$ cat src/hw/cpc_pkg.sv
package cpc_pkg;

    // APB word offsets
    localparam logic [11:0] ADDR_CTRL = 12'h000;
    localparam logic [11:0] ADDR_AUX  = 12'h004;
    localparam logic [11:0] ADDR_STAT = 12'h008;

    // Control register field positions
    localparam int BIT_RESET    = 15;
    localparam int BIT_LOOPBACK = 14;
    localparam int BIT_SPD_LSB  = 13;
    localparam int BIT_AN_EN    = 12;
    localparam int BIT_POWER_DOWN_STRAP    = 11;
    localparam int BIT_ISOLATE  = 10;
    localparam int BIT_RESTART  = 9;
    localparam int BIT_DUPLEX   = 8;
    localparam int BIT_SPD_MSB  = 6;

    // Auxiliary register fields
    localparam int AUX_LB_SPD_LSB = 0;
    localparam int AUX_PDOWN2     = 3;

    // Status register fields
    localparam int STAT_SPD_LSB  = 0;
    localparam int STAT_DUPLEX   = 2;
    localparam int STAT_AN_EN    = 3;
    localparam int STAT_POWER_DOWN_STRAP    = 4;
    localparam int STAT_IN_RESET = 5;
    localparam int STAT_ADV_1000 = 6;

    // Speed codes (MSB from bit 6, LSB from bit 13)
    localparam logic [1:0] SPD_10   = 2'h0;
    localparam logic [1:0] SPD_100  = 2'h1;
    localparam logic [1:0] SPD_1000 = 2'h2;

    // Reset values
    localparam logic [2:0] LB_SPD_RST = 3'h0;

    // Soft reset duration
    localparam int CLK_PERIOD_NS   = 10;
    localparam int SW_RESET_NS     = 100;
    localparam int SW_RESET_CYCLES = (SW_RESET_NS + CLK_PERIOD_NS - 1) / CLK_PERIOD_NS;
    localparam logic [7:0] SW_RESET_LAST = 8'(SW_RESET_CYCLES - 1);

    typedef struct packed {
        logic [1:0] speed;
        logic       duplex;
        logic       an_en;
    } cpc_cfg_s;

    localparam cpc_cfg_s CFG_RST = '{speed: SPD_1000, duplex: 1'b1, an_en: 1'b1};

    typedef enum logic [2:0] {
        ST_INIT  = 3'h1,
        ST_RUN   = 3'h2,
        ST_SWRST = 3'h4
    } cpc_state_e;

endpackage

$ cat src/hw/cpc_ctrl.sv
// The APB slave port is this design's own decision.
`timescale 1ns/100ps
`default_nettype none

// Function
// (RL1) Writing one to bit 15 resets copper state machines at once.
// (RL2) Bit 15 self-clears when reset finishes; reads zero after hardware reset.
// (RL3) Bit 14 loops transmit data back to receive internally; resets to zero.
// (RL4) Loopback drops line link; loopback speed comes from its own field.
// (RL5) Speed bits 6,13: 00 10M, 01 100M, 10 1000M, 11 reserved.
// (RL6) Speed, duplex, autoneg writes stay pending until reset, restart or wake.
// (RL7) Autoneg enable bit turns negotiation on or off; resets to one.
// (RL8) Autoneg off at forced 1000M still negotiates, advertising only 1000BASE-T.
// (RL9) Stay powered down until both power down bits are zero.
// (RL10) Leaving power down performs soft reset and autoneg restart.
// (RL11) Power down loads strap and mode check at hardware reset; soft reset keeps it.
// (RL12) Isolate bit is read-only zero and does nothing.
// (RL13) Restart bit restarts autoneg and self-clears; any reset also restarts.
// (RL14) Duplex bit: one full, zero half; resets to one; writes staged.
module cpc_ctrl (
    // Clock and reset
    input  wire logic          clk,
    input  wire logic          reset_n,
    // Straps
    input  wire logic          power_down_strap,
    input  wire logic [2:0]    mode_strap,
    // APB slave
    input  wire logic          psel,
    input  wire logic          penable,
    input  wire logic          pwrite,
    input  wire logic [11:0]   paddr,
    input  wire logic [31:0]   pwdata,
    output logic               pready,
    output logic [31:0]        prdata,
    output logic               pslverr,
    // Copper port control
    output logic               copper_sw_reset,
    output logic               an_restart,
    output cpc_pkg::cpc_cfg_s  active_cfg,
    output logic               an_enable_eff,
    output logic               adv_1000_only,
    output logic               loopback_en,
    output logic               line_link_drop,
    output logic [2:0]         loopback_speed,
    output logic               powered_down
);

    ////////////////////////////////////////////////////////////////////////////
    // State

    cpc_pkg::cpc_state_e state;
    cpc_pkg::cpc_state_e next_state;
    logic [7:0]          rst_cnt;
    logic [7:0]          next_rst_cnt;
    cpc_pkg::cpc_cfg_s   staged;
    cpc_pkg::cpc_cfg_s   next_staged;
    cpc_pkg::cpc_cfg_s   next_active_cfg;
    logic                pd_ctrl;
    logic                next_pd_ctrl;
    logic                pd_aux;
    logic                next_pd_aux;
    logic                restart_bit;
    logic                next_restart_bit;
    logic                next_loopback_en;
    logic [2:0]          next_loopback_speed;
    logic                next_copper_sw_reset;
    logic                next_an_restart;
    logic                next_an_enable_eff;
    logic                next_adv_1000_only;
    logic                next_powered_down;
    logic                next_pready;
    logic [31:0]         next_prdata;
    logic                next_pslverr;

    logic                acc;
    logic                wr_ctrl;
    logic                wr_aux;
    logic                pd_exit;
    logic                start_rst;
    logic                restart_req;
    logic                strap_pd;
    logic [15:0]         ctrl_rd;
    logic [31:0]         aux_rd;
    logic [31:0]         stat_rd;

    ////////////////////////////////////////////////////////////////////////////
    // Read views

    always_comb
    begin
        ctrl_rd                         = 16'h0000;
        ctrl_rd[cpc_pkg::BIT_RESET]     = (state == cpc_pkg::ST_SWRST);  // [RL2]
        ctrl_rd[cpc_pkg::BIT_LOOPBACK]  = loopback_en;
        ctrl_rd[cpc_pkg::BIT_SPD_LSB]   = staged.speed[0];               // [RL5]
        ctrl_rd[cpc_pkg::BIT_AN_EN]     = staged.an_en;
        ctrl_rd[cpc_pkg::BIT_POWER_DOWN_STRAP]     = pd_ctrl;
        ctrl_rd[cpc_pkg::BIT_ISOLATE]   = 1'b0;                          // [RL12]
        ctrl_rd[cpc_pkg::BIT_RESTART]   = restart_bit;
        ctrl_rd[cpc_pkg::BIT_DUPLEX]    = staged.duplex;
        ctrl_rd[cpc_pkg::BIT_SPD_MSB]   = staged.speed[1];
        aux_rd                          = 32'h0000_0000;
        aux_rd[cpc_pkg::AUX_LB_SPD_LSB +: 3] = loopback_speed;
        aux_rd[cpc_pkg::AUX_PDOWN2]     = pd_aux;
        stat_rd                         = 32'h0000_0000;
        stat_rd[cpc_pkg::STAT_SPD_LSB +: 2] = active_cfg.speed;
        stat_rd[cpc_pkg::STAT_DUPLEX]   = active_cfg.duplex;
        stat_rd[cpc_pkg::STAT_AN_EN]    = active_cfg.an_en;
        stat_rd[cpc_pkg::STAT_POWER_DOWN_STRAP]    = powered_down;
        stat_rd[cpc_pkg::STAT_IN_RESET] = copper_sw_reset;
        stat_rd[cpc_pkg::STAT_ADV_1000] = adv_1000_only;
    end

    ////////////////////////////////////////////////////////////////////////////
    // APB slave: one wait state, answer held off until straps are caught

    always_comb
    begin
        acc          = psel && penable && pready;
        next_pready  = psel && penable && !pready && (state != cpc_pkg::ST_INIT);
        next_prdata  = 32'h0000_0000;
        next_pslverr = 1'b0;
        if (next_pready)
        begin
            // Unmapped offsets answer with an error and touch nothing
            unique case (paddr)
                cpc_pkg::ADDR_CTRL: next_prdata = {16'h0000, ctrl_rd};
                cpc_pkg::ADDR_AUX:  next_prdata = aux_rd;
                cpc_pkg::ADDR_STAT: next_prdata = stat_rd;
                default:            next_pslverr = 1'b1;
            endcase
            // Writes return zero so stale read data never reaches the bus
            if (pwrite)
            begin
                next_prdata = 32'h0000_0000;
            end
        end
    end

    always_ff @(posedge clk or negedge reset_n)
    begin
        if (!reset_n)
        begin
            pready  <= 1'b0;
            prdata  <= 32'h0000_0000;
            pslverr <= 1'b0;
        end
        else
        begin
            pready  <= next_pready;
            prdata  <= next_prdata;
            pslverr <= next_pslverr;
        end
    end

    ////////////////////////////////////////////////////////////////////////////
    // Control register behaviour

    always_comb
    begin
        wr_ctrl  = acc && pwrite && (paddr == cpc_pkg::ADDR_CTRL);
        wr_aux   = acc && pwrite && (paddr == cpc_pkg::ADDR_AUX);
        // Strap needs mode 00x or 11x to power down
        strap_pd = power_down_strap && (mode_strap[2] == mode_strap[1]);  // [RL11]

        next_state          = state;
        next_rst_cnt        = rst_cnt;
        next_staged         = staged;
        next_active_cfg     = active_cfg;
        next_pd_ctrl        = pd_ctrl;
        next_pd_aux         = pd_aux;
        next_loopback_en    = loopback_en;
        next_loopback_speed = loopback_speed;
        next_an_restart     = 1'b0;

        if (wr_ctrl)
        begin
            // Reserved speed code is stored as written; nothing here decodes it
            next_staged.speed  = {pwdata[cpc_pkg::BIT_SPD_MSB],
                                  pwdata[cpc_pkg::BIT_SPD_LSB]};            // [RL5] [RL6]
            next_staged.an_en  = pwdata[cpc_pkg::BIT_AN_EN];              // [RL7]
            next_staged.duplex = pwdata[cpc_pkg::BIT_DUPLEX];             // [RL14]
            next_pd_ctrl       = pwdata[cpc_pkg::BIT_POWER_DOWN_STRAP];
        end
        if (wr_aux)
        begin
            next_loopback_speed = pwdata[cpc_pkg::AUX_LB_SPD_LSB +: 3];   // [RL4]
            next_pd_aux         = pwdata[cpc_pkg::AUX_PDOWN2];
        end

        // Wake only when both power down bits are clear
        pd_exit     = (pd_ctrl || pd_aux) && !(next_pd_ctrl || next_pd_aux);  // [RL9]
        start_rst   = (wr_ctrl && pwdata[cpc_pkg::BIT_RESET]) || pd_exit;     // [RL1] [RL10]
        restart_req = (wr_ctrl && pwdata[cpc_pkg::BIT_RESTART]) || pd_exit;   // [RL13] [RL10]

        // Soft reset clears loopback; a loopback write in the same cycle wins
        if (start_rst)
        begin
            next_loopback_en = 1'b0;
        end
        if (wr_ctrl)
        begin
            next_loopback_en = pwdata[cpc_pkg::BIT_LOOPBACK];               // [RL3]
        end

        // Pending settings become live on reset, restart or wake
        if (start_rst || restart_req)
        begin
            next_active_cfg = next_staged;                                // [RL6]
        end

        // Counter loads its last index, so a soft reset stands SW_RESET_CYCLES cycles
        unique case (state)
            cpc_pkg::ST_INIT:
            begin
                // Strap caught after reset release, never under async reset
                next_pd_ctrl    = strap_pd;                               // [RL11]
                next_an_restart = 1'b1;                                   // [RL13]
                next_state      = cpc_pkg::ST_RUN;
            end
            cpc_pkg::ST_RUN:
            begin
                if (start_rst)
                begin
                    next_state   = cpc_pkg::ST_SWRST;                     // [RL1]
                    next_rst_cnt = cpc_pkg::SW_RESET_LAST;
                end
            end
            cpc_pkg::ST_SWRST:
            begin
                if (start_rst)
                begin
                    // A new request restarts the count rather than being lost
                    next_rst_cnt = cpc_pkg::SW_RESET_LAST;
                end
                else if (rst_cnt == 8'h00)
                begin
                    next_state      = cpc_pkg::ST_RUN;                    // [RL2]
                    next_an_restart = 1'b1;                               // [RL13]
                end
                else
                begin
                    next_rst_cnt = rst_cnt - 8'h01;
                end
            end
        endcase
        if (restart_req)
        begin
            next_an_restart = 1'b1;                                       // [RL13]
        end

        // Restart bit reads one for a single cycle, then clears itself
        next_restart_bit     = restart_req;                               // [RL13]
        next_copper_sw_reset = (next_state == cpc_pkg::ST_SWRST);         // [RL1]
        // Either bit alone keeps the port asleep
        next_powered_down    = next_pd_ctrl || next_pd_aux;               // [RL9]
        // Gigabit needs negotiation, so forcing 1000M keeps it running
        next_adv_1000_only   = !next_active_cfg.an_en
                               && (next_active_cfg.speed == cpc_pkg::SPD_1000);  // [RL8]
        next_an_enable_eff   = next_active_cfg.an_en || next_adv_1000_only;      // [RL7] [RL8]
    end

    always_ff @(posedge clk or negedge reset_n)
    begin
        if (!reset_n)
        begin
            state           <= cpc_pkg::ST_INIT;
            rst_cnt         <= 8'h00;
            staged          <= cpc_pkg::CFG_RST;
            active_cfg      <= cpc_pkg::CFG_RST;
            pd_ctrl         <= 1'b0;
            pd_aux          <= 1'b0;
            restart_bit     <= 1'b0;
            loopback_en     <= 1'b0;
            line_link_drop  <= 1'b0;
            loopback_speed  <= cpc_pkg::LB_SPD_RST;
            copper_sw_reset <= 1'b0;
            an_restart      <= 1'b0;
            an_enable_eff   <= 1'b1;
            adv_1000_only   <= 1'b0;
            powered_down    <= 1'b0;
        end
        else
        begin
            state           <= next_state;
            rst_cnt         <= next_rst_cnt;
            staged          <= next_staged;
            active_cfg      <= next_active_cfg;
            pd_ctrl         <= next_pd_ctrl;
            pd_aux          <= next_pd_aux;
            restart_bit     <= next_restart_bit;
            loopback_en     <= next_loopback_en;                          // [RL3]
            line_link_drop  <= next_loopback_en;                          // [RL4]
            loopback_speed  <= next_loopback_speed;
            copper_sw_reset <= next_copper_sw_reset;
            an_restart      <= next_an_restart;
            an_enable_eff   <= next_an_enable_eff;
            adv_1000_only   <= next_adv_1000_only;
            powered_down    <= next_powered_down;
        end
    end

endmodule // cpc_ctrl

`default_nettype wire

$ cat config.mk
export PLATFORM = sky130hd
export DESIGN_NAME = cpc_ctrl
export DESIGN_NICKNAME = d
export VERILOG_FILES = /design/src/hw/cpc_pkg.sv /design/src/hw/cpc_ctrl.sv
export SDC_FILE = /design/constraint.sdc
export NUM_CORES = 1
export LEC_CHECK = 0
export BUFFER_PORTS_ARGS = -buffer_cell sky130_fd_sc_hd__buf_2
export CORE_ASPECT_RATIO = 1.25
export CORE_MARGIN = 4
export CORE_UTILIZATION = 35
export CTS_CLUSTER_SIZE = 8
export DETAILED_ROUTE_END_ITERATION = 16
export RECOVER_POWER = 25
export SLEW_MARGIN = 40
export SYNTH_ARGS = -nofsm -noshare
export SYNTH_HDL_FRONTEND = slang
export SYNTH_SLANG_ARGS = --single-unit
$ cat constraint.sdc
create_clock -name clk -period 2.3 [get_ports clk]
set_input_delay 0.345 -clock clk [delete_from_list [all_inputs] [get_ports clk]]
set_output_delay 0.345 -clock clk [all_outputs]
set_load 0.02 [all_outputs]
# [Word level (Yosys, flattened, before mapping)]
# Cells that the tools add are included.
[totals] ff_bits=65 input_bits=53 out_inout_bits=48 word_cells=85
[op_classes] addsub=1 n_eq_ne=11 mux=24 n_reduce_logical=28
[ops] cell="32-bit two-way mux" count=2
[ops] cell="16-bit case mux with 3 select lines" count=1
[ops] cell="8-bit two-way mux" count=3
[ops] cell="8-bit case mux with 2 select lines" count=1
[ops] cell="12-bit by 3-bit equality test with 1-bit output, second input constant" count=1
[ops] cell="12-bit by 4-bit equality test with 1-bit output, second input constant" count=1
[ops] cell="1-bit logical AND" count=12
[ops] cell="12-bit zero test" count=1
[ops] cell="1-bit two-way mux" count=10
[ops] cell="3-bit two-way mux" count=3
[ops] cell="3-bit case mux with 3 select lines" count=1
[ops] cell="8-bit zero test" count=1
[ops] cell="4-bit two-way mux" count=2
[ops] cell="8-bit by 1-bit subtractor with 8-bit output, second input constant" count=1
[ops] cell="1-bit logical OR" count=7
[ops] cell="3-bit equality test, second input constant" count=2
[ops] cell="2-bit nonzero test" count=2
[ops] cell="3-bit by 1-bit equality test with 1-bit output, second input constant" count=1
[ops] cell="3-bit by 2-bit equality test with 1-bit output, second input constant" count=1
[ops] cell="1-bit zero test" count=3
[ops] cell="3-bit by 1-bit inequality test with 1-bit output, second input constant" count=1
[ops] cell="3-bit inequality test, second input constant" count=1
[ops] cell="3-bit AND reduction" count=1
[ops] cell="3-bit OR reduction" count=1
[ops] cell="4 further kinds" count=4

# [Depth between registers and ports, before layout]
# Gate-level depths: netlist of the first run.
[depth] word_depth=14 depth_mapped=8

# [Least setup slack after synthesis of the first run]
# OpenSTA, ideal clock, no wires.
[synth_timing] path_type="input port to flip-flop" start="in paddr[5]" end="reg active_cfg[2] (netlist bit)" arrival_ps=1775 slack_ps=400 cell_stages=6 n_path_buf=1 path_cell_list="nor4_4 -> nand4_4 -> mux2i_4 -> a31o_2 -> buf_6 -> mux2_2"
[synth_lines] item="start, declared" line_no="cpc_ctrl.sv:31" text="input wire logic [11:0] paddr,"
[synth_lines] item="end signal, assigned" line_no="cpc_ctrl.sv:269" text="active_cfg <= cpc_pkg::CFG_RST;"
[synth_lines] item="end signal, assigned" line_no="cpc_ctrl.sv:287" text="active_cfg <= next_active_cfg;"
[synth_lines] item="end, declared" line_no="cpc_ctrl.sv:39" text="output cpc_pkg::cpc_cfg_s active_cfg,"

# [Worst setup path after layout of the first run]
[layout_timing] start="reg rst_cnt[0]" end="reg rst_cnt[7]"
[layout_between] elab_chain_cells=4
[layout_rtl] item="start, declared" line_no="cpc_ctrl.sv:53" text="logic [7:0] rst_cnt;"
[layout_rtl] item="start signal, assigned" line_no="cpc_ctrl.sv:285" text="rst_cnt <= next_rst_cnt;"
[layout_rtl] item="8-bit by 1-bit subtractor with 8-bit output" line_no="cpc_ctrl.sv:242" text="next_rst_cnt = rst_cnt - 8'h01;"
[layout_rtl] item="8-bit two-way mux" line_no="cpc_ctrl.sv:235" text="else if (rst_cnt == 8'h00)"
[layout_rtl] item="8-bit two-way mux" line_no="cpc_ctrl.sv:230" text="if (start_rst)"
[layout_rtl] item="8-bit case mux with 2 select lines" line_no="cpc_ctrl.sv:212" text="unique case (state)"
# Several ways; a longest one is shown, not always the timed one. The select of a mux whose other input is x is not followed.
# A chain may end at the register's enable or synchronous reset.

==> results.sh, run 1 <==
export IMPL_p_leak_nw=1.45
export IMPL_cap_viol_max_count=0
export IMPL_nets=356
export IMPL_die_h_um=100
export IMPL_cts_root_buf="clkbuf_8"
export IMPL_hold_buffers=0
export IMPL_cts_resized=0
export IMPL_ant_nets=0
export IMPL_ys_seq_area_share_pct=49.7
export IMPL_grt_overflow_total=0
export IMPL_register_area_mm2=0.00119
export IMPL_die_area_mm2=0.00821
export IMPL_avgSynthCellArea_um2=10.5
export IMPL_crit_path_max_incr_delay_ns=0.44
export IMPL_synthTopCellsByArea="dfrtp_1 41%, dfstp_2 8.8%, buf_4 6.0%"
export IMPL_row_count=33
export IMPL_vias_per_cell=4.79
export IMPL_worstPathCellList="inv_1 -> ha_1 -> nor2b_1 -> a31oi_2 -> o31a_2 -> o21ai_0 -> or3_1 -> o211ai_1"
export IMPL_tns_ns=0
export IMPL_fmax_ghz=0.481
export IMPL_synth_most_common_cell="dfrtp_1"
export IMPL_core_mm2=0.00661
export IMPL_multiInputGateArea_mm2=0.00105
export IMPL_vias=1862
export IMPL_ios=101
export IMPL_relSlewSlack_pct=24.5
export IMPL_first_global_vias=1878
export IMPL_place_area_mm2=0.00278
export IMPL_setup_viol=0
export IMPL_cts_setup_buffers=0
export IMPL_maxSlewViolCount=0
export IMPL_path_clk_slew_ns=0.09
export IMPL_nFillCells=661
export IMPL_synth_top_area_share_pct=40.9
export IMPL_crit_arrival_ns=2.30
export IMPL_synth_area_leader_cell="dfrtp_1"
export IMPL_synth_edf_count=0
export IMPL_clk_latency_ns=0.30
export IMPL_async_flop_share_pct=100
export IMPL_antenna_cells=0
export IMPL_ys_seq_elements=47
export IMPL_design_area_mm2=0.00287
export IMPL_clk_path_buf_depth=2
export IMPL_startpoint="rst_cnt[0]$_DFFE_PN0P_"
export IMPL_grt_pass1_wl_um=9080
export IMPL_grt_max_degree=48
export IMPL_drt_first_pass_iters=4
export IMPL_dpl_hpwl_um=4230
export IMPL_finalHoldViolCount=0
export IMPL_ys_warn_count=0
export IMPL_tightest_slew_ns=1.13
export IMPL_start_kind="register"
export IMPL_track_usage_pct=14.3
export IMPL_avgRoutedWirePerCell_um=14.0
export IMPL_initial_utilization_pct=36.1
export IMPL_min_delay_start="pwdata[8]"
export IMPL_hold_slack_ns=0.240
export IMPL_power_total_w=0.00218
export IMPL_cts_sinks=47
export IMPL_synth_cells=228
export IMPL_slowest_stage="dfrtp_1"
export IMPL_synth_top_flop_cell="dfrtp_1"
export IMPL_area_growth_pct=20.3
export IMPL_fin_crit_ns=2.08
export IMPL_max_vdd_ir_drop_v=0.000292
export IMPL_rsz0062_at_grt="no"
export IMPL_r2r_start="rst_cnt[0]$_DFFE_PN0P_"
export IMPL_worst_setup_path_type="register to register"
export IMPL_cts_inserted_buffers=5
export IMPL_cp_required_ns=2.52
export IMPL_floorplan_die_width_um=81.8
export IMPL_hold_path_class="input pin to register"
export IMPL_cp_max_fo=5
export IMPL_drt_iter0_drc=79
export IMPL_antenna_found_initial=0
export IMPL_outcome="finished, final reports clean"
export IMPL_port_buffer_count=61
export IMPL_end_kind="register"
export IMPL_synth_commonest_cells="39 x dfrtp_1, 27 x nand2_1, 20 x nor2_1, 19 x buf_4, 11 x inv_1"
export IMPL_period_share_pct=90.5
export IMPL_drive_gt1_share_pct=37.1
export IMPL_cts_tree="done"
export IMPL_yosysUniqueCellTypes=57
export IMPL_place_congestion=0.790
export IMPL_wl_um=5450
export IMPL_power_density_mw_per_mm2=759
export IMPL_syn_area_mm2=0.00238
export IMPL_fin_skew_ns=0.00593
export IMPL_drc_errors=0
export IMPL_cts_max_level=2
cells in the final DEF (no fill, tap or decap), types with 3 or more instances in the layout:
| cell | count |
|---|---|
| buf_2 | 61 |
| dfrtp_1 | 39 |
| nand2_1 | 27 |
| nor2_1 | 20 |
| conb_1 | 19 |
| inv_1 | 11 |
| and3_1 | 9 |
| buf_4 | 9 |
| o21ai_0 | 8 |
| dfstp_2 | 8 |
| mux2_2 | 7 |
| a21oi_1 | 7 |
| a22oi_1 | 6 |
| clkbuf_8 | 5 |
| a31oi_1 | 4 |
| o211ai_1 | 4 |
| nand4_1 | 3 |
| nor3_1 | 3 |
where the power goes:
group          switching [W]  leakage (nW)  internal (W)  total, W
clock               0.000298        0.0467      0.000225  0.000523
sequential         0.0000999         0.578      0.000940   0.00104
combinational       0.000374         0.825      0.000240  0.000614
total               0.000772          1.45       0.00141   0.00218
metrics by stage:
stage	setup slack [ns]	cells	util, %
2_1_floorplan	0.400	246	-
3_3_place_gp	0.124	381	42.0
3_5_place_dp	0.0930	381	42.0
4_1_cts	0.233	389	43.5
5_1_grt	0.0896	389	43.4
6_report	0.219	389	43.4
metal layers:
layer  routed length (um)  GRT usage [%]
met2                 2710           23.3
met1                 2230           18.2
met4                  111           6.01
met3                  395           2.96
met5                    0              0
final cells by class:
cell class	instances	area share [%]
flip-flops and latches	47	41.3
multi-input cells	164	36.8
inverters	12	1.57
clock buffers	5	2.40
clock inverters	3	0.959
repair buffers	71	13.2
well taps	87	3.79
registers in the layout, summed over array words and instances (netlist names):
register and flops:
prdata 14, rst_cnt 8, active_cfg 4, ctrl_rd 4
loopback_speed 3, state 3, adv_1000_only 1, an_enable_eff 1
an_restart 1, copper_sw_reset 1, line_link_drop 1, pd_aux 1
pd_ctrl 1, powered_down 1, pready 1, pslverr 1
restart_bit 1
logic make-up (layout without fill, tap and decap cells):
family / after synthesis / after routing / share of synthesized area, %
compound gates: 45 / 45 / 14.1
mux: 8 / 8 / 4.25
other cells: 1 / 19 / 0.157
xor+xnor: 2 / 2 / 0.735
fa+ha+maj: 2 / 2 / 1.05
simple gates: 88 / 88 / 21.1
buf+inv: 35 / 91 / 8.87
flops: 47 / 47 / 49.7
critical path: cells and delay by family, from the launching register on:
family | cells | cell delay (ns)
compound gates | 4 | 0.76
fa+ha+maj | 1 | 0.20
simple gates | 2 | 0.52
buf+inv | 1 | 0.09
flops | 1 | 0.44
worst paths after layout:
check	end	slack [ns]	depth (start not counted)
worst max-delay path	rst_cnt[7]$_DFFE_PN0P_	0.22	8
worst min-delay path	ctrl_rd[8]$_DFF_PN1_	0.24	3
worst max register to register	rst_cnt[7]$_DFFE_PN0P_	0.22	8
worst min register to register	ctrl_rd[8]$_DFF_PN1_	0.47	2
max in group asynchronous	pslverr$_DFF_PN0_	1.29	2
min in group asynchronous	copper_sw_reset$_DFF_PN0_	0.33	2
No activity file was read; power rests on OpenSTA's default activity.
==> inputs of run 2 (changes only) <==
--- a/config.mk
+++ b/config.mk
@@ -11,7 +11,6 @@
 export CORE_UTILIZATION = 35
 export CTS_CLUSTER_SIZE = 8
 export DETAILED_ROUTE_END_ITERATION = 16
-export RECOVER_POWER = 25
 export SLEW_MARGIN = 40
 export SYNTH_ARGS = -nofsm -noshare
 export SYNTH_HDL_FRONTEND = slang
==> results.sh, run 2 (same netlist as run 1, synthesis figures left out) <==
export IMPL_outcome="finished, final reports clean"
export IMPL_vias=1862
export IMPL_cts_tree="done"
export IMPL_wl_met3_um=395
export IMPL_antenna_found_initial=0
export IMPL_vias_per_cell=4.79
export IMPL_die_h_um=100
export IMPL_slowest_stage="dfrtp_1"
export IMPL_top_register="prdata"
export IMPL_tightest_slew_ns=0.584
export IMPL_avgRoutedWirePerCell_um=14.0
export IMPL_cts_sinks=47
export IMPL_cts_inserted_buffers=5
export IMPL_hold_buffers=0
export IMPL_grt_max_degree=48
export IMPL_cp_max_fo=5
export IMPL_power_density_mw_per_mm2=759
export IMPL_fmax_ghz=0.481
export IMPL_cts_root_buf="clkbuf_8"
export IMPL_crit_buf_inv=1
export IMPL_drt_iter0_drc=79
export IMPL_drt_first_pass_iters=4
export IMPL_largest_register_ffs=14
export IMPL_place_area_mm2=0.00278
export IMPL_dpl_hpwl_um=4230
export IMPL_end_kind="register"
export IMPL_wirelength_met1_um=2230
export IMPL_met2_wirelength_um=2710
export IMPL_cts_resized=0
export IMPL_layout_common_cells="61 x buf_2, 39 x dfrtp_1, 27 x nand2_1"
export IMPL_wl_um=5450
export IMPL_hold_path_class="input pin to async pin"
export IMPL_clk_latency_ns=0.30
export IMPL_clk_path_buf_depth=2
export IMPL_setup_viol=0
export IMPL_start_kind="register"
export IMPL_nets=356
export IMPL_finalHoldViolCount=0
export IMPL_ios=101
export IMPL_initial_utilization_pct=36.1
export IMPL_cpLargestDelayFamily="compound AO/OA/AOI/OAI gates"
export IMPL_maxSlewViolCount=0
export IMPL_worstPathCellList="inv_1 -> ha_1 -> nor2b_1 -> a31oi_2 -> o31a_2 -> o21ai_0 -> or3_1 -> o211ai_1"
export IMPL_grt_pass1_wl_um=9080
export IMPL_worst_setup_path_type="register to register"
export IMPL_layout_commonest_cell="buf_2"
export IMPL_cts_max_level=2
export IMPL_path_clk_slew_ns=0.09
export IMPL_highest_layer="met4"
export IMPL_core_mm2=0.00661
export IMPL_drc_errors=0
export IMPL_cap_viol_max_count=0
export IMPL_crit_path_max_incr_delay_ns=0.44
export IMPL_design_area_mm2=0.00287
export IMPL_p_leak_nw=1.45
export IMPL_floorplan_die_width_um=81.8
export IMPL_cp_required_ns=2.52
export IMPL_track_usage_pct=14.3
export IMPL_place_congestion=0.790
export IMPL_grt_overflow_total=0
export IMPL_crit_arrival_ns=2.30
export IMPL_ant_nets=0
export IMPL_antenna_cells=0
export IMPL_row_count=33
export IMPL_reg_top3="prdata x14, rst_cnt x8"
export IMPL_rsz0062_at_grt="no"
export IMPL_fin_crit_ns=2.08
export IMPL_power_total_w=0.00218
export IMPL_first_global_vias=1878
export IMPL_period_share_pct=90.5
export IMPL_relSlewSlack_pct=60.8
export IMPL_area_growth_pct=20.4
export IMPL_cts_setup_buffers=0
export IMPL_max_vdd_ir_drop_v=0.000292
export IMPL_tns_ns=0
export IMPL_drive_gt1_share_pct=37.1
export IMPL_fin_util_pct=43.5
export IMPL_fin_skew_ns=0.00593
export IMPL_port_buffer_count=61
export IMPL_die_area_mm2=0.00821
run 2: cell types whose count changed in the layout (fill, tap and decap cells not counted):
| cell | previous run | this run |
|---|---|---|
| buf_4 | 9 | 10 |
| clkbuf_2 | 1 | 0 |
run 2: worst paths after layout:
kind / cells past startpoint / end / from / slack [ns]
worst max register to register: 8 / rst_cnt[7]$_DFFE_PN0P_ / rst_cnt[0]$_DFFE_PN0P_ / 0.22
max in group asynchronous: 2 / pslverr$_DFF_PN0_ / reset_n / 1.80
min in group clk: 3 / ctrl_rd[8]$_DFF_PN1_ / pwdata[8] / 0.24
worst max-delay path: 8 / rst_cnt[7]$_DFFE_PN0P_ / rst_cnt[0]$_DFFE_PN0P_ / 0.22
worst min register to register: 2 / ctrl_rd[8]$_DFF_PN1_ / ctrl_rd[8]$_DFF_PN1_ / 0.47
worst min-delay path: 2 / copper_sw_reset$_DFF_PN0_ / reset_n / 0.12
run 2: power by group:
part	leakage [nW]	switching (W)	internal (W)
registers	0.578	0.0000999	0.000940
logic	0.826	0.000374	0.000241
clock network	0.0467	0.000298	0.000225
run 2: final cells by class:
class | instances | area [um2]
flip-flops and latches | 47 | 1190
clock inverters | 3 | 27.5
well taps | 87 | 109
multi-input cells | 164 | 1050
fillers | 661 | 3730
clock buffers | 5 | 68.8
repair buffers | 71 | 380
inverters | 12 | 45.0
run 2: layer usage:
layer | vias to the layer above | GRT usage (%)
met4 | 0 | 6.01
met5 | - | 0
met2 | 68 | 23.3
met1 | 870 | 18.2
met3 | 9 | 2.96
li1 | 915 | -
run 2: per-stage QoR:
stage | hold WS [ns] | setup slack, ns | instances
2_1_floorplan | 0.0494 | 0.400 | 246
3_3_place_gp | 0.455 | 0.124 | 381
3_5_place_dp | 0.459 | 0.0930 | 381
4_1_cts | 0.130 | 0.233 | 389
5_1_grt | 0.160 | 0.0896 | 389
6_report | 0.121 | 0.219 | 389
run 2: worst register-to-register path: cells and delay by family (launching register included):
| family | cells | cell delay [ns] |
|---|---|---|
| flops | 1 | 0.44 |
| buf+inv | 1 | 0.09 |
| compound gates | 4 | 0.76 |
| fa+ha+maj | 1 | 0.20 |
| simple gates | 2 | 0.52 |
